## src/hw/afc_pkg.sv

```systemverilog
package afc_pkg;

  // clock and timing
  localparam int CLK_MHZ       = 50;
  localparam int T_PULSE_NS    = 30;
  localparam int T_RECOV_NS    = 10;
  localparam int T_ACCESS_NS   = 10;
  localparam int T_FLAG_NS     = 40;
  localparam int SYNC_LAT      = 4;

  function automatic int ns_to_cyc(input int ns);
    int c;
    c = (ns * CLK_MHZ + 999) / 1000;
    return (c < 1) ? 1 : c;
  endfunction

  function automatic int max_int(input int a, input int b);
    return (a > b) ? a : b;
  endfunction

  localparam int PULSE_CYC  = ns_to_cyc(T_PULSE_NS);
  localparam int RECOV_CYC  = ns_to_cyc(T_RECOV_NS);
  localparam int ACCESS_CYC = ns_to_cyc(T_ACCESS_NS);
  localparam int FLAG_CYC   = ns_to_cyc(T_FLAG_NS);
  // read stays low until the data has crossed the synchroniser
  localparam int RD_LOW_CYC = max_int(PULSE_CYC, ACCESS_CYC + SYNC_LAT);
  localparam int SETTLE_CYC = max_int(RECOV_CYC, FLAG_CYC + SYNC_LAT);
  localparam int CNT_W      = 4;

  // register map
  localparam int          ADDR_W      = 8;
  localparam logic [7:0]  ADDR_CMD    = 8'h00;
  localparam logic [7:0]  ADDR_WDATA  = 8'h04;
  localparam logic [7:0]  ADDR_RDATA  = 8'h08;
  localparam logic [7:0]  ADDR_STATUS = 8'h0C;
  localparam logic [7:0]  ADDR_CFG    = 8'h10;

  // command bits
  localparam int CMD_CLEAR  = 0;
  localparam int CMD_REPLAY = 1;

  // config bits
  localparam int          CFG_DEPTH = 0;
  localparam int          CFG_FIRST = 1;
  localparam int          CFG_W     = 2;
  localparam logic [1:0]  CFG_RST   = 2'h0;

  // status bits
  localparam int ST_EMPTY   = 0;
  localparam int ST_FULL    = 1;
  localparam int ST_HALF    = 2;
  localparam int ST_WR_REF  = 3;
  localparam int ST_RD_REF  = 4;
  localparam int ST_RT_REF  = 5;
  localparam int ST_STICKY  = 3;
  localparam int STICKY_W   = 3;
  localparam int ST_COUNT   = 16;

endpackage

```

## src/hw/afc_ctrl.sv

```systemverilog
`timescale 1ns/1ps
module afc_ctrl #(
  parameter int DATA_W     = 9,
  parameter int NDEV       = 1,
  parameter int FIFO_DEPTH = 4096
) (
  // clock and reset
  input  wire logic                  CLK,
  input  wire logic                  RESETN,
  // apb slave
  input  wire logic                  PSEL,
  input  wire logic                  PENABLE,
  input  wire logic                  PWRITE,
  input  wire logic [7:0]            PADDR,
  input  wire logic [31:0]           PWDATA,
  output logic      [31:0]           PRDATA,
  output logic                       PREADY,
  output logic                       PSLVERR,
  // buffer strobes and data
  output logic                       WRITE_STROBE_N,
  output logic                       READ_STROBE_N,
  output logic      [DATA_W-1:0]     WRITE_DATA_IN,
  input  wire logic [DATA_W-1:0]     READ_DATA_OUT,
  // buffer control
  output logic                       MASTER_CLEAR_N,
  output logic                       REPLAY_PULSE_N,
  output logic                       FIRST_LOAD_N,
  output logic                       CHAIN_IN_N,
  output logic                       CHAIN_IN_OE,
  // buffer flags, one per device
  input  wire logic [NDEV-1:0]       EMPTY_FLAG_N,
  input  wire logic [NDEV-1:0]       FULL_FLAG_N,
  input  wire logic [NDEV-1:0]       HALF_LEVEL_N
);

  localparam int WCNT_W = $clog2(FIFO_DEPTH) + 2;
  localparam int FLAG_W = 3 * NDEV;

  typedef enum logic [2:0] {
    S_IDLE, S_WR_LOW, S_RD_LOW, S_MC_LOW, S_RT_LOW, S_SETTLE
  } afc_state_e;

  afc_state_e                       state_reg;
  logic [afc_pkg::CNT_W-1:0]        cnt_reg;
  logic                             op_apb_reg;
  logic                             op_rd_reg;
  logic [DATA_W-1:0]                rdata_reg;
  logic [afc_pkg::CFG_W-1:0]        cfg_reg;
  logic [afc_pkg::STICKY_W-1:0]     sticky_reg;
  logic [WCNT_W-1:0]                wcount_reg;
  logic [FLAG_W-1:0]                flags_s;
  logic [DATA_W-1:0]                rd_data_s;
  logic                             empty_n_s, full_n_s, half_n_s;
  logic                             apb_pend, idle_take;
  logic                             is_cmd, is_wdata, is_rdata, is_status, is_cfg;
  logic                             req_wr, req_rd, req_mc, req_rt;
  logic                             rt_allowed;
  logic                             start_wr, start_rd, start_rt;
  logic                             done_imm, settle_end, apb_done;
  logic [afc_pkg::STICKY_W-1:0]     sticky_set;
  logic [afc_pkg::STICKY_W-1:0]     sticky_clr;
  logic [31:0]                      status_word;

  // flags and read data come from pins, so they cross three stages and a filtered output register
  afc_sync #(.W(FLAG_W), .RST_VAL({{NDEV{1'b1}}, {NDEV{1'b1}}, {NDEV{1'b0}}})) u_flag_sync (
    .clk   (CLK),
    .rst_n (RESETN),
    .d     ({HALF_LEVEL_N, FULL_FLAG_N, EMPTY_FLAG_N}),
    .q     (flags_s)
  );

  afc_sync #(.W(DATA_W), .RST_VAL('0)) u_data_sync (
    .clk   (CLK),
    .rst_n (RESETN),
    .d     (READ_DATA_OUT),
    .q     (rd_data_s)
  );

  // composite flags across a depth chain; half level from device 0
  assign empty_n_s = |flags_s[NDEV-1:0];
  assign full_n_s  = |flags_s[2*NDEV-1:NDEV];
  assign half_n_s  = flags_s[2*NDEV] | cfg_reg[afc_pkg::CFG_DEPTH];

  assign is_cmd    = (PADDR == afc_pkg::ADDR_CMD);
  assign is_wdata  = (PADDR == afc_pkg::ADDR_WDATA);
  assign is_rdata  = (PADDR == afc_pkg::ADDR_RDATA);
  assign is_status = (PADDR == afc_pkg::ADDR_STATUS);
  assign is_cfg    = (PADDR == afc_pkg::ADDR_CFG);

  // requests are only decided from idle, after the flags have settled
  assign apb_pend   = PSEL & PENABLE & ~PREADY;
  assign idle_take  = (state_reg == S_IDLE) & apb_pend;
  assign req_wr     = idle_take & PWRITE & is_wdata;
  assign req_rd     = idle_take & ~PWRITE & is_rdata;
  assign req_mc     = idle_take & PWRITE & is_cmd & PWDATA[afc_pkg::CMD_CLEAR];
  assign req_rt     = idle_take & PWRITE & is_cmd & PWDATA[afc_pkg::CMD_REPLAY] & ~PWDATA[afc_pkg::CMD_CLEAR];
  assign rt_allowed = ~cfg_reg[afc_pkg::CFG_DEPTH] & (wcount_reg <= WCNT_W'(FIFO_DEPTH));
  assign start_wr   = req_wr & full_n_s;
  assign start_rd   = req_rd & empty_n_s;
  assign start_rt   = req_rt & rt_allowed;
  assign done_imm   = idle_take & ~(start_wr | start_rd | req_mc | start_rt);
  assign settle_end = (state_reg == S_SETTLE) & (cnt_reg == '0);
  assign apb_done   = done_imm | (settle_end & op_apb_reg);

  assign sticky_set = {req_rt & ~rt_allowed, req_rd & ~empty_n_s, req_wr & ~full_n_s};
  assign sticky_clr = (done_imm & PWRITE & is_status) ?
                      PWDATA[afc_pkg::ST_STICKY +: afc_pkg::STICKY_W] : '0;

  always_comb begin
    status_word = '0;
    status_word[afc_pkg::ST_EMPTY] = ~empty_n_s;
    status_word[afc_pkg::ST_FULL]  = ~full_n_s;
    status_word[afc_pkg::ST_HALF]  = ~half_n_s;
    status_word[afc_pkg::ST_STICKY +: afc_pkg::STICKY_W] = sticky_reg;
    status_word[afc_pkg::ST_COUNT +: WCNT_W] = wcount_reg;
  end

  // strobe sequencer; reset begins with the power-up master clear
  always_ff @(posedge CLK or negedge RESETN) begin
    if (!RESETN) begin
      state_reg      <= S_MC_LOW;
      cnt_reg        <= afc_pkg::CNT_W'(afc_pkg::PULSE_CYC - 1);
      op_apb_reg     <= 1'b0;
      op_rd_reg      <= 1'b0;
      rdata_reg      <= '0;
      WRITE_STROBE_N <= 1'b1;
      READ_STROBE_N  <= 1'b1;
      WRITE_DATA_IN  <= '0;
      MASTER_CLEAR_N <= 1'b0;
      REPLAY_PULSE_N <= 1'b1;
    end else begin
      case (state_reg)
        S_IDLE: begin
          op_rd_reg <= start_rd;
          if (start_wr) begin
            WRITE_DATA_IN  <= PWDATA[DATA_W-1:0];
            WRITE_STROBE_N <= 1'b0;
            cnt_reg        <= afc_pkg::CNT_W'(afc_pkg::PULSE_CYC - 1);
            state_reg      <= S_WR_LOW;
            op_apb_reg     <= 1'b1;
          end else if (start_rd) begin
            READ_STROBE_N <= 1'b0;
            cnt_reg       <= afc_pkg::CNT_W'(afc_pkg::RD_LOW_CYC - 1);
            state_reg     <= S_RD_LOW;
            op_apb_reg    <= 1'b1;
          end else if (req_mc) begin
            MASTER_CLEAR_N <= 1'b0;
            cnt_reg        <= afc_pkg::CNT_W'(afc_pkg::PULSE_CYC - 1);
            state_reg      <= S_MC_LOW;
            op_apb_reg     <= 1'b1;
          end else if (start_rt) begin
            REPLAY_PULSE_N <= 1'b0;
            cnt_reg        <= afc_pkg::CNT_W'(afc_pkg::PULSE_CYC - 1);
            state_reg      <= S_RT_LOW;
            op_apb_reg     <= 1'b1;
          end
        end
        S_WR_LOW, S_RD_LOW, S_MC_LOW, S_RT_LOW: begin
          if (cnt_reg == '0) begin
            if (state_reg == S_RD_LOW) begin
              rdata_reg <= rd_data_s;
            end
            WRITE_STROBE_N <= 1'b1;
            READ_STROBE_N  <= 1'b1;
            MASTER_CLEAR_N <= 1'b1;
            REPLAY_PULSE_N <= 1'b1;
            cnt_reg        <= afc_pkg::CNT_W'(afc_pkg::SETTLE_CYC - 1);
            state_reg      <= S_SETTLE;
          end else begin
            cnt_reg <= cnt_reg - 1'b1;
          end
        end
        S_SETTLE: begin
          // both strobes stay high: covers recovery and lets flags settle
          if (cnt_reg == '0) begin
            state_reg  <= S_IDLE;
            op_apb_reg <= 1'b0;
          end else begin
            cnt_reg <= cnt_reg - 1'b1;
          end
        end
        default: begin
          state_reg <= S_IDLE;
        end
      endcase
    end
  end

  // apb answer
  always_ff @(posedge CLK or negedge RESETN) begin
    if (!RESETN) begin
      PREADY  <= 1'b0;
      PSLVERR <= 1'b0;
      PRDATA  <= '0;
    end else begin
      PREADY  <= apb_done;
      PSLVERR <= done_imm & ~(is_cmd | is_wdata | is_rdata | is_status | is_cfg);
      if (settle_end & op_apb_reg & op_rd_reg) begin
        PRDATA <= 32'(rdata_reg);
      end else if (done_imm & ~PWRITE) begin
        case (1'b1)
          is_status: PRDATA <= status_word;
          is_cfg:    PRDATA <= 32'(cfg_reg);
          default:   PRDATA <= '0;
        endcase
      end else begin
        PRDATA <= '0;
      end
    end
  end

  // refused requests; a new event beats a clear in the same cycle
  always_ff @(posedge CLK or negedge RESETN) begin
    if (!RESETN) begin
      sticky_reg <= '0;
    end else begin
      sticky_reg <= (sticky_reg & ~sticky_clr) | sticky_set;
    end
  end

  // strap-like pins; a new config reaches the pins one cycle after the write, with no master clear
  always_ff @(posedge CLK or negedge RESETN) begin
    if (!RESETN) begin
      cfg_reg      <= afc_pkg::CFG_RST;
      FIRST_LOAD_N <= 1'b1;
      CHAIN_IN_N   <= 1'b0;
      CHAIN_IN_OE  <= 1'b1;
    end else begin
      if (done_imm & PWRITE & is_cfg) begin
        cfg_reg <= PWDATA[afc_pkg::CFG_W-1:0];
      end
      FIRST_LOAD_N <= ~cfg_reg[afc_pkg::CFG_FIRST];
      CHAIN_IN_N   <= 1'b0;
      CHAIN_IN_OE  <= ~cfg_reg[afc_pkg::CFG_DEPTH];
    end
  end

  // writes since the last master clear, saturating past the depth
  always_ff @(posedge CLK or negedge RESETN) begin
    if (!RESETN) begin
      wcount_reg <= '0;
    end else if (req_mc) begin
      wcount_reg <= '0;
    end else if (start_wr && wcount_reg <= WCNT_W'(FIFO_DEPTH)) begin
      wcount_reg <= wcount_reg + 1'b1;
    end
  end

  property p_mc_quiet;
    @(posedge CLK) disable iff (!RESETN)
    !MASTER_CLEAR_N |-> (WRITE_STROBE_N && READ_STROBE_N);
  endproperty
  a_mc_quiet: assert property (p_mc_quiet) else $error("strobe active during master clear");

  property p_rt_quiet;
    @(posedge CLK) disable iff (!RESETN)
    !REPLAY_PULSE_N |-> (WRITE_STROBE_N && READ_STROBE_N);
  endproperty
  a_rt_quiet: assert property (p_rt_quiet) else $error("strobe active during replay");

  property p_rt_recover;
    @(posedge CLK) disable iff (!RESETN)
    $rose(REPLAY_PULSE_N) |-> (WRITE_STROBE_N && READ_STROBE_N)[*6];
  endproperty
  a_rt_recover: assert property (p_rt_recover) else $error("strobe too soon after replay");

  property p_wr_gate;
    @(posedge CLK) disable iff (!RESETN)
    $fell(WRITE_STROBE_N) |-> $past(full_n_s);
  endproperty
  a_wr_gate: assert property (p_wr_gate) else $error("write issued while full");

  property p_rd_gate;
    @(posedge CLK) disable iff (!RESETN)
    $fell(READ_STROBE_N) |-> $past(empty_n_s);
  endproperty
  a_rd_gate: assert property (p_rd_gate) else $error("read issued while empty");

  property p_rt_mode;
    @(posedge CLK) disable iff (!RESETN)
    $fell(REPLAY_PULSE_N) |-> $past(rt_allowed);
  endproperty
  a_rt_mode: assert property (p_rt_mode) else $error("replay in depth mode or past depth");

  property p_wr_width;
    @(posedge CLK) disable iff (!RESETN)
    $fell(WRITE_STROBE_N) |-> (!WRITE_STROBE_N)[*2] ##1 WRITE_STROBE_N;
  endproperty
  a_wr_width: assert property (p_wr_width) else $error("write pulse width wrong");

  property p_wr_hold;
    @(posedge CLK) disable iff (!RESETN)
    $rose(WRITE_STROBE_N) |-> $stable(WRITE_DATA_IN) ##1 $stable(WRITE_DATA_IN);
  endproperty
  a_wr_hold: assert property (p_wr_hold) else $error("write data moved at strobe rise");

  property p_rd_settle;
    @(posedge CLK) disable iff (!RESETN)
    $rose(READ_STROBE_N) |-> (READ_STROBE_N && WRITE_STROBE_N)[*6];
  endproperty
  a_rd_settle: assert property (p_rd_settle) else $error("next strobe before flags settle");

  property p_rd_width;
    @(posedge CLK) disable iff (!RESETN)
    $fell(READ_STROBE_N) |-> (!READ_STROBE_N)[*5] ##1 READ_STROBE_N;
  endproperty
  a_rd_width: assert property (p_rd_width) else $error("read pulse width wrong");

endmodule

```

## src/hw/afc_sync.sv

```systemverilog
`timescale 1ns/1ps
module afc_sync #(
  parameter int             W       = 1,
  parameter logic [W-1:0]   RST_VAL = '0
) (
  // clock and reset
  input  wire logic         clk,
  input  wire logic         rst_n,
  // data
  input  wire logic [W-1:0] d,
  output logic      [W-1:0] q
);

  logic [W-1:0] s1_reg;
  logic [W-1:0] s2_reg;
  logic [W-1:0] s3_reg;

  always_ff @(posedge clk or negedge rst_n) begin
    if (!rst_n) begin
      s1_reg <= RST_VAL;
      s2_reg <= RST_VAL;
      s3_reg <= RST_VAL;
    end else begin
      s1_reg <= d;
      s2_reg <= s1_reg;
      s3_reg <= s2_reg;
    end
  end

  // a bit moves only once two stages agree, so a one-cycle glitch never counts
  always_ff @(posedge clk or negedge rst_n) begin
    if (!rst_n) begin
      q <= RST_VAL;
    end else begin
      q <= (s2_reg & ~(s2_reg ^ s3_reg)) | (q & (s2_reg ^ s3_reg));
    end
  end

endmodule

```

## config.mk

```make
export PLATFORM = sky130hd
export DESIGN_NAME = afc_ctrl
export DESIGN_NICKNAME = d
export VERILOG_FILES = /design/src/hw/afc_pkg.sv /design/src/hw/afc_ctrl.sv /design/src/hw/afc_sync.sv
export SDC_FILE = /design/constraint.sdc
export NUM_CORES = 1
export LEC_CHECK = 0
export ABC_AREA = 1
export BUFFER_PORTS_ARGS = -buffer_cell sky130_fd_sc_hd__buf_2
export CORE_ASPECT_RATIO = 0.75
export CORE_MARGIN = 2
export CORE_UTILIZATION = 58
export CTS_CLUSTER_SIZE = 20
export DETAILED_ROUTE_END_ITERATION = 8
export PLACE_DENSITY = 0.86
export SLEW_MARGIN = 20
export SYNTH_ARGS = -nofsm -noshare
export SYNTH_HDL_FRONTEND = slang
export SYNTH_SLANG_ARGS = --single-unit
```

## constraint.sdc

```tcl
create_clock -name CLK -period 4.25 [get_ports CLK]
set_input_delay 0.85 -clock CLK [delete_from_list [all_inputs] [get_ports CLK]]
set_output_delay 0.85 -clock CLK [all_outputs]
set_load 0.05 [all_outputs]
```

==> results of run 1 <==
==> kinds of logic after synthesis <==
logic type / count (synthesis) / synth area share
compound gates: 33 / 0.0347
xor+xnor: 7 / 0.0121
fa+ha+maj: 15 / 0.0310
buf+inv: 67 / 0.0605
flops: 125 / 0.619
mux: 6 / 0.0133
other cells: 1 / 0.000737
simple gates: 256 / 0.229
==> final timing paths <==
kind	cells past startpoint	slack [ns]	endpoint	startpoint
max	9	1.63	wcount_reg[10]	PADDR[1]
min	0	0.35	u_flag_sync.s2_reg[0]	u_flag_sync.s1_reg[0]
max reg2reg	9	1.79	cfg_reg[0]	state_reg[2]
min reg2reg	0	0.35	u_flag_sync.s2_reg[0]	u_flag_sync.s1_reg[0]
max in group asynchronous	2	3.04	cnt_reg[0]	RESETN
min in group asynchronous	1	0.47	async pin	RESETN
==> final cells by class <==
class	count	area, sq um
clock buffers	17	425
clock inverters	15	168
fillers	573	2380
inverters	49	184
multi-input cells	327	1660
flip-flops and latches	125	3150
well taps	108	135
repair buffers	74	392
==> routing by layer <==
metal	wire length, um	GRT usage
met5	0	0
met4	450	0.145
met3	885	0.0907
met2	5770	0.406
met1	4620	0.313
==> critical path, stage by stage <==
cell and delay (ns):
buf_2 0.11, nor2_1 0.19, nand3_1 0.15, nor2_1 0.25, nand3_1 0.52, nand2_1 0.53, inv_1 0.15, nand2_1 0.10
o31ai_1 0.07
==> cells in the final DEF (no fill, tap or decap), types with 2 or more instances in the layout <==
cell type,n
nand3_1,25
dfrtp_1,109
clkinvlp_4,2
ha_1,3
conb_1,10
nor4_1,4
dfstp_2,16
clkinv_4,2
inv_2,2
nor2_4,3
nand4_1,22
nor3_4,2
buf_2,72
o21ai_0,14
nor2_2,2
inv_6,3
o21ai_1,6
maj3_1,12
nand3_2,4
inv_8,7
inv_1,46
nand2_1,127
a21oi_1,8
xor2_1,6
nor3_1,12
nor2_1,52
clkbuf_16,17
mux2_2,6
o31ai_1,3
==> power by group through the flow <==
stage / clock network, mW / registers [mW] / logic [mW]
finish: 1.45 / 1.34 / 0.474
global placement: 0 / 1.35 / 0.444
global route: 1.52 / 1.35 / 0.531
detailed placement: 0 / 1.36 / 0.468
floorplan: 0 / 1.39 / 0.311
CTS: 1.46 / 1.34 / 0.470
==> per-stage QoR <==
step | worst slack [ns] | util | std cells | instance area [sq um] | hold WS (ns)
3_3_place_gp | 1.37 | 0.650 | 683 | 5520 | 0.332
5_1_grt | 1.43 | 0.720 | 715 | 6110 | 0.356
6_report | 1.63 | 0.720 | 715 | 6110 | 0.350
3_5_place_dp | 1.27 | 0.650 | 683 | 5520 | 0.336
2_1_floorplan | 2.15 | - | 519 | 5120 | 0.331
4_1_cts | 1.68 | 0.720 | 715 | 6110 | 0.350
==> metrics.md, run 1 <==
| Metric | Value |
|---|---|
| Status | `finished clean` |
| CP required | `around 4.6 ns` |
| CTS HTree Levels | `4` |
| Max reg flops | `23` |
| Syn_area_per_cell | `approximately 10 sq um` |
| Row cnt | `29` |
| Worst slew pin tran | `just over 0.7 ns` |
| Post-CTS Resized | `0` |
| Die Y | `roughly 85 um` |
| Slew margin rel. | `0.529` |
| Starting Density | `0.599` |
| Post-synth cell types | `35` |
| Crit Path Class | `primary input to register` |
| Die Wd | `approximately 110 um` |
| Worst clock skew | `0.0124 ns` |
| CP Launch Type | `primary input` |
| RSZ-0062 raised after global routing | `no` |
| Initial antenna violation count | `0` |
| Nets | `654` |
| Final Cycle Share | `0.617` |
| P_sw | `about 1 mW` |
| DRT Pass-1 Iters | `6` |
| Ant. Diodes | `0` |
| Initial DRC count | `between 300 and 400` |
| Syn. warnings | `0` |
| Total Routing Usage GR | `0.257` |
| Syn Std Cell Area | `5080 sq um` |
| Sink Count | `between 100 and 150` |
| Setup Viol. Count Final | `0` |
| Post-layout minimum cycle time | `about 2.6 ns` |
| EDFF count, synth | `0` |
| Clk pwr share | `0.444` |
| CTS root buf | `clkbuf_16` |
| Cell taking the most area after synthesis | `dfrtp_1` |
| Pin count of the biggest net entering global routing | `82` |
| #FFs+latches synth | `between 100 and 150` |
| Inserted Clock Buffers | `17` |
| CP arrival | `between 2 and 3 ns` |
| Int Pwr | `2.27 mW` |
| Most frequent cells after synthesis | `nand2_1 (127), dfrtp_1 (109), nor2_1 (52), inv_1 (46), nand3_1 (25)` |
| Reg clk slew, reported paths | `approximately 0.060 ns` |
| Async SR Flop Fraction | `1.00` |
| Share of cells above drive strength 1 | `0.237` |
| Crit. End Element | `register` |
| RePlAce Congestion | `between 0.9 and 1` |
| Max-cap viol count | `0` |
| Combinational power share | `0.145` |
| Max FO, Critical Path | `15` |
| Clock Path Buffers | `2` |
| Type of the worst min-delay path | `register to register` |
| Final HPWL DP | `between 7 and 8 mm` |
| Hold Vio Cnt, Final | `0` |
| Synth area leaders | `dfrtp_1 (54%), nand2_1 (9.4%), dfstp_2 (8.3%), nor2_1 (3.8%), inv_1 (3.4%)` |
| Post-Route Setup TNS | `0 ns` |
| Post-synth top area share | `0.536` |
| Ys flop type | `dfrtp_1` |
| DIE AREA | `between 9000 and 10,000 sq um` |
| Fin. max-slew vios | `0` |
| Post-CTS Setup Bufs | `0` |
| Overflow after GRT | `0` |
| Seq/Total Area, Yosys | `0.619` |
| DRC viols | `0` |
| Sequential share of power | `0.411` |
| Switching share of power | `0.306` |
| Io pins | `107` |
| IO Port Bufs | `73` |
| Worst VDD drop | `roughly 0.0004 V` |
| Mapped Cells | `510` |
| Fmax | `about 380 MHz` |
| P&R area growth vs syn | `20.3%` |
| Tot Pwr | `roughly 3.3 mW` |
| Vias in the first global route | `about 4,000` |
| Most numerous cell in the Yosys netlist | `nand2_1` |
| First-pass GRT wire length | `between 15 and 20 mm` |
| Post-Route WL | `between 10 and 15 mm` |
| Pwr/cell area | `534 nW/um^2` |
| Via/cell ratio | `between 5 and 6` |
| Routed Antenna Nets | `0` |
| DR WL/cell | `roughly 16 um` |
| Leak | `between 3 and 4 nW` |
| Hold Buf Count CTS | `0` |
| Clk Latency, worst-skew pair | `0.43 ns` |
| CTS tree | `done` |
| Via count | `about 4,000` |
| Core area | `roughly 8500 sq um` |
No activity file was read; power rests on OpenSTA's default activity.
==> inputs of run 2 (changes only) <==
--- a/config.mk
+++ b/config.mk
@@ -9,10 +9,10 @@
 export BUFFER_PORTS_ARGS = -buffer_cell sky130_fd_sc_hd__buf_2
 export CORE_ASPECT_RATIO = 0.75
 export CORE_MARGIN = 2
-export CORE_UTILIZATION = 58
+export CORE_UTILIZATION = 54
 export CTS_CLUSTER_SIZE = 20
 export DETAILED_ROUTE_END_ITERATION = 8
-export PLACE_DENSITY = 0.86
+export PLACE_DENSITY = 0.81
 export SLEW_MARGIN = 20
 export SYNTH_ARGS = -nofsm -noshare
 export SYNTH_HDL_FRONTEND = slang
==> constraint.sdc (replaced) <==
create_clock -name CLK -period 2.7 [get_ports CLK]
set_input_delay 0.54 -clock CLK [delete_from_list [all_inputs] [get_ports CLK]]
set_output_delay 0.54 -clock CLK [all_outputs]
set_load 0.05 [all_outputs]
==> metrics.md, run 2 (same netlist as run 1, synthesis figures left out) <==
| Metric | Value |
|---|---|
| Initial antenna violation count | `0 (unchanged)` |
| Fin. max-slew vios | `0 (unchanged)` |
| Starting Density | `0.560 (was 0.599)` |
| Post-CTS Resized | `0 (unchanged)` |
| Pin count of the biggest net entering global routing | `51 (was 82)` |
| DR WL/cell | `15.0 um (was 16.4 um)` |
| Row cnt | `30 (was 29)` |
| Routed Antenna Nets | `0 (unchanged)` |
| Worst slew pin tran | `0.686 ns (was 0.706 ns)` |
| CTS HTree Levels | `4 (unchanged)` |
| Ant. Diodes | `0 (unchanged)` |
| Reg clk slew, reported paths | `0.06 ns (about the same)` |
| Worst VDD drop | `0.000533 V (was 0.000398 V)` |
| Worst clock skew | `0.00710 ns (was 0.0124 ns)` |
| Tot Pwr | `5.09 mW (was 3.26 mW)` |
| Pwr/cell area | `822 nW/um^2 (was 534 nW/um^2)` |
| Total Routing Usage GR | `0.239 (was 0.257)` |
| Die Y | `88.0 um (was 85.1 um)` |
| Max-cap viol count | `0 (unchanged)` |
| Fillers | `680 (was 573)` |
| Final HPWL DP | `7.41 mm (was 7.30 mm)` |
| Via count | `3,884 (was 3,998)` |
| DRT Pass-1 Iters | `5 (was 6)` |
| Slew margin rel. | `0.542 (was 0.529)` |
| Nets | `661 (was 654)` |
| Status | `finished clean (unchanged)` |
| Crit. End Element | `register (unchanged)` |
| Share of cells above drive strength 1 | `0.246 (was 0.237)` |
| Vias in the first global route | `3,716 (was 3,936)` |
| Via/cell ratio | `5.23 (was 5.59)` |
| Max FO, Critical Path | `14 (was 15)` |
| First-pass GRT wire length | `18.2 mm (was 18.7 mm)` |
| DRC viols | `0 (unchanged)` |
| CTS tree | `done (unchanged)` |
| Initial DRC count | `275 (was 355)` |
| Fin Hold WS | `0.151 ns (was 0.350 ns)` |
| CP Launch Type | `register (was primary input)` |
| Fmax | `between 400 and 500 MHz` |
| Commonest cells after routing, fill and taps aside | `nand2_1 (127), dfrtp_1 (109), buf_2 (72), nor2_1 (52), inv_1 (46) (unchanged)` |
| Io pins | `107 (unchanged)` |
| Post-Route WL | `11.1 mm (was 11.7 mm)` |
| Clock Path Buffers | `2 (unchanged)` |
| Die Wd | `116 um (was 112 um)` |
| Sink Count | `125 (unchanged)` |
| Overflow after GRT | `0 (unchanged)` |
| DIE AREA | `10,200 sq um (was 9540 sq um)` |
| IO Port Bufs | `73 (unchanged)` |
| RePlAce Congestion | `0.910 (was 0.943)` |
| Hold Buf Count CTS | `0 (unchanged)` |
| Hold Vio Cnt, Final | `0 (unchanged)` |
| Clk Latency, worst-skew pair | `0.41 ns (was 0.43 ns)` |
| P&R area growth vs syn | `21.7% (was 20.3%)` |
| CP arrival | `2.64 ns (was 2.92 ns)` |
| Leak | `3.13 nW (was 3.10 nW)` |
| Crit Path Class | `register to register (was primary input to register)` |
| Setup Viol. Count Final | `0 (unchanged)` |
| RSZ-0062 raised after global routing | `no (unchanged)` |
| Post-CTS Setup Bufs | `0 (unchanged)` |
| Type of the worst min-delay path | `primary input to async pin (was register to register)` |
| Commonest non-fill, non-tap cell in the layout | `nand2_1 (unchanged)` |
| Post-Route Setup TNS | `0 ns (unchanged)` |
| CTS root buf | `clkbuf_16 (unchanged)` |
| CP required | `3.03 ns (was 4.55 ns)` |
| Inserted Clock Buffers | `17 (unchanged)` |
| Max reg flops | `23 (unchanged)` |
| Post-layout minimum cycle time | `roughly 2.3 ns` |
| Final Cycle Share | `0.857` |
| Core area | `9080 sq um (was 8490 sq um)` |
[run 2: changes by cell type in the layout (fill, tap and decap cells not counted)]
cell        previous run  this run
clkbuf_8               0         2
clkinvlp_4             2         4
inv_6                  3         2
clkinv_2               0         3
inv_8                  7         0
buf_4                  0         8
buf_6                  1         0
bufinv_16              1         2
[run 2: per-stage QoR]
stage	util	instances	setup slack [ns]	instance area, sq um
floorplan	-	519	0.823	5120
CTS	0.681	742	0.403	6190
global placement	0.616	710	0.341	5600
global route	0.681	742	0.230	6190
finish	0.681	742	0.386	6190
detailed placement	0.616	710	0.281	5600
[run 2: where the power goes]
part | total, mW | switching (mW) | internal, mW
clock | 2.23 | 0.819 | 1.41
combinational | 0.747 | 0.519 | 0.228
sequential | 2.11 | 0.0900 | 2.02
[run 2: critical path, stage by stage (launching register included)]
cell,delay (ns)
dfstp_2,0.57
inv_1,0.09
nand2_4,0.15
nor2_4,0.10
nand2_1,0.10
nor2_2,0.05
nand2_2,0.23
nand3_2,0.14
nor2_4,0.25
nand3_2,0.32
nor2_1,0.22
[run 2: worst paths after layout]
kind	start	end	slack [ns]	cells past startpoint
max in group asynchronous	RESETN	READ_STROBE_N	1.73	2
worst min-delay path	RESETN	WRITE_DATA_IN[6]	0.15	1
min in group CLK	HALF_LEVEL_N	u_flag_sync.s1_reg[2]	0.23	1
worst max-delay path	state_reg[1]	PRDATA[17]	0.39	10
worst min register to register	u_data_sync.s1_reg[8]	u_data_sync.s2_reg[8]	0.35	0
worst max register to register	state_reg[1]	PRDATA[17]	0.39	10
[run 2: layout make-up]
cell class              instances  area (sq um)  share of cell area
inverters                      49           184              0.0297
repair buffers                 81           440              0.0712
clock buffers                  19           453              0.0732
multi-input cells             327          1660               0.269
clock inverters                13           140              0.0226
well taps                     128           160              0.0259
flip-flops and latches        125          3150               0.509
[run 2: metal layers]
metal  share of wire  track usage
met5               0            0
met4           0.021       0.0812
met3           0.066       0.0713
met2            0.48        0.369
met1            0.44        0.329
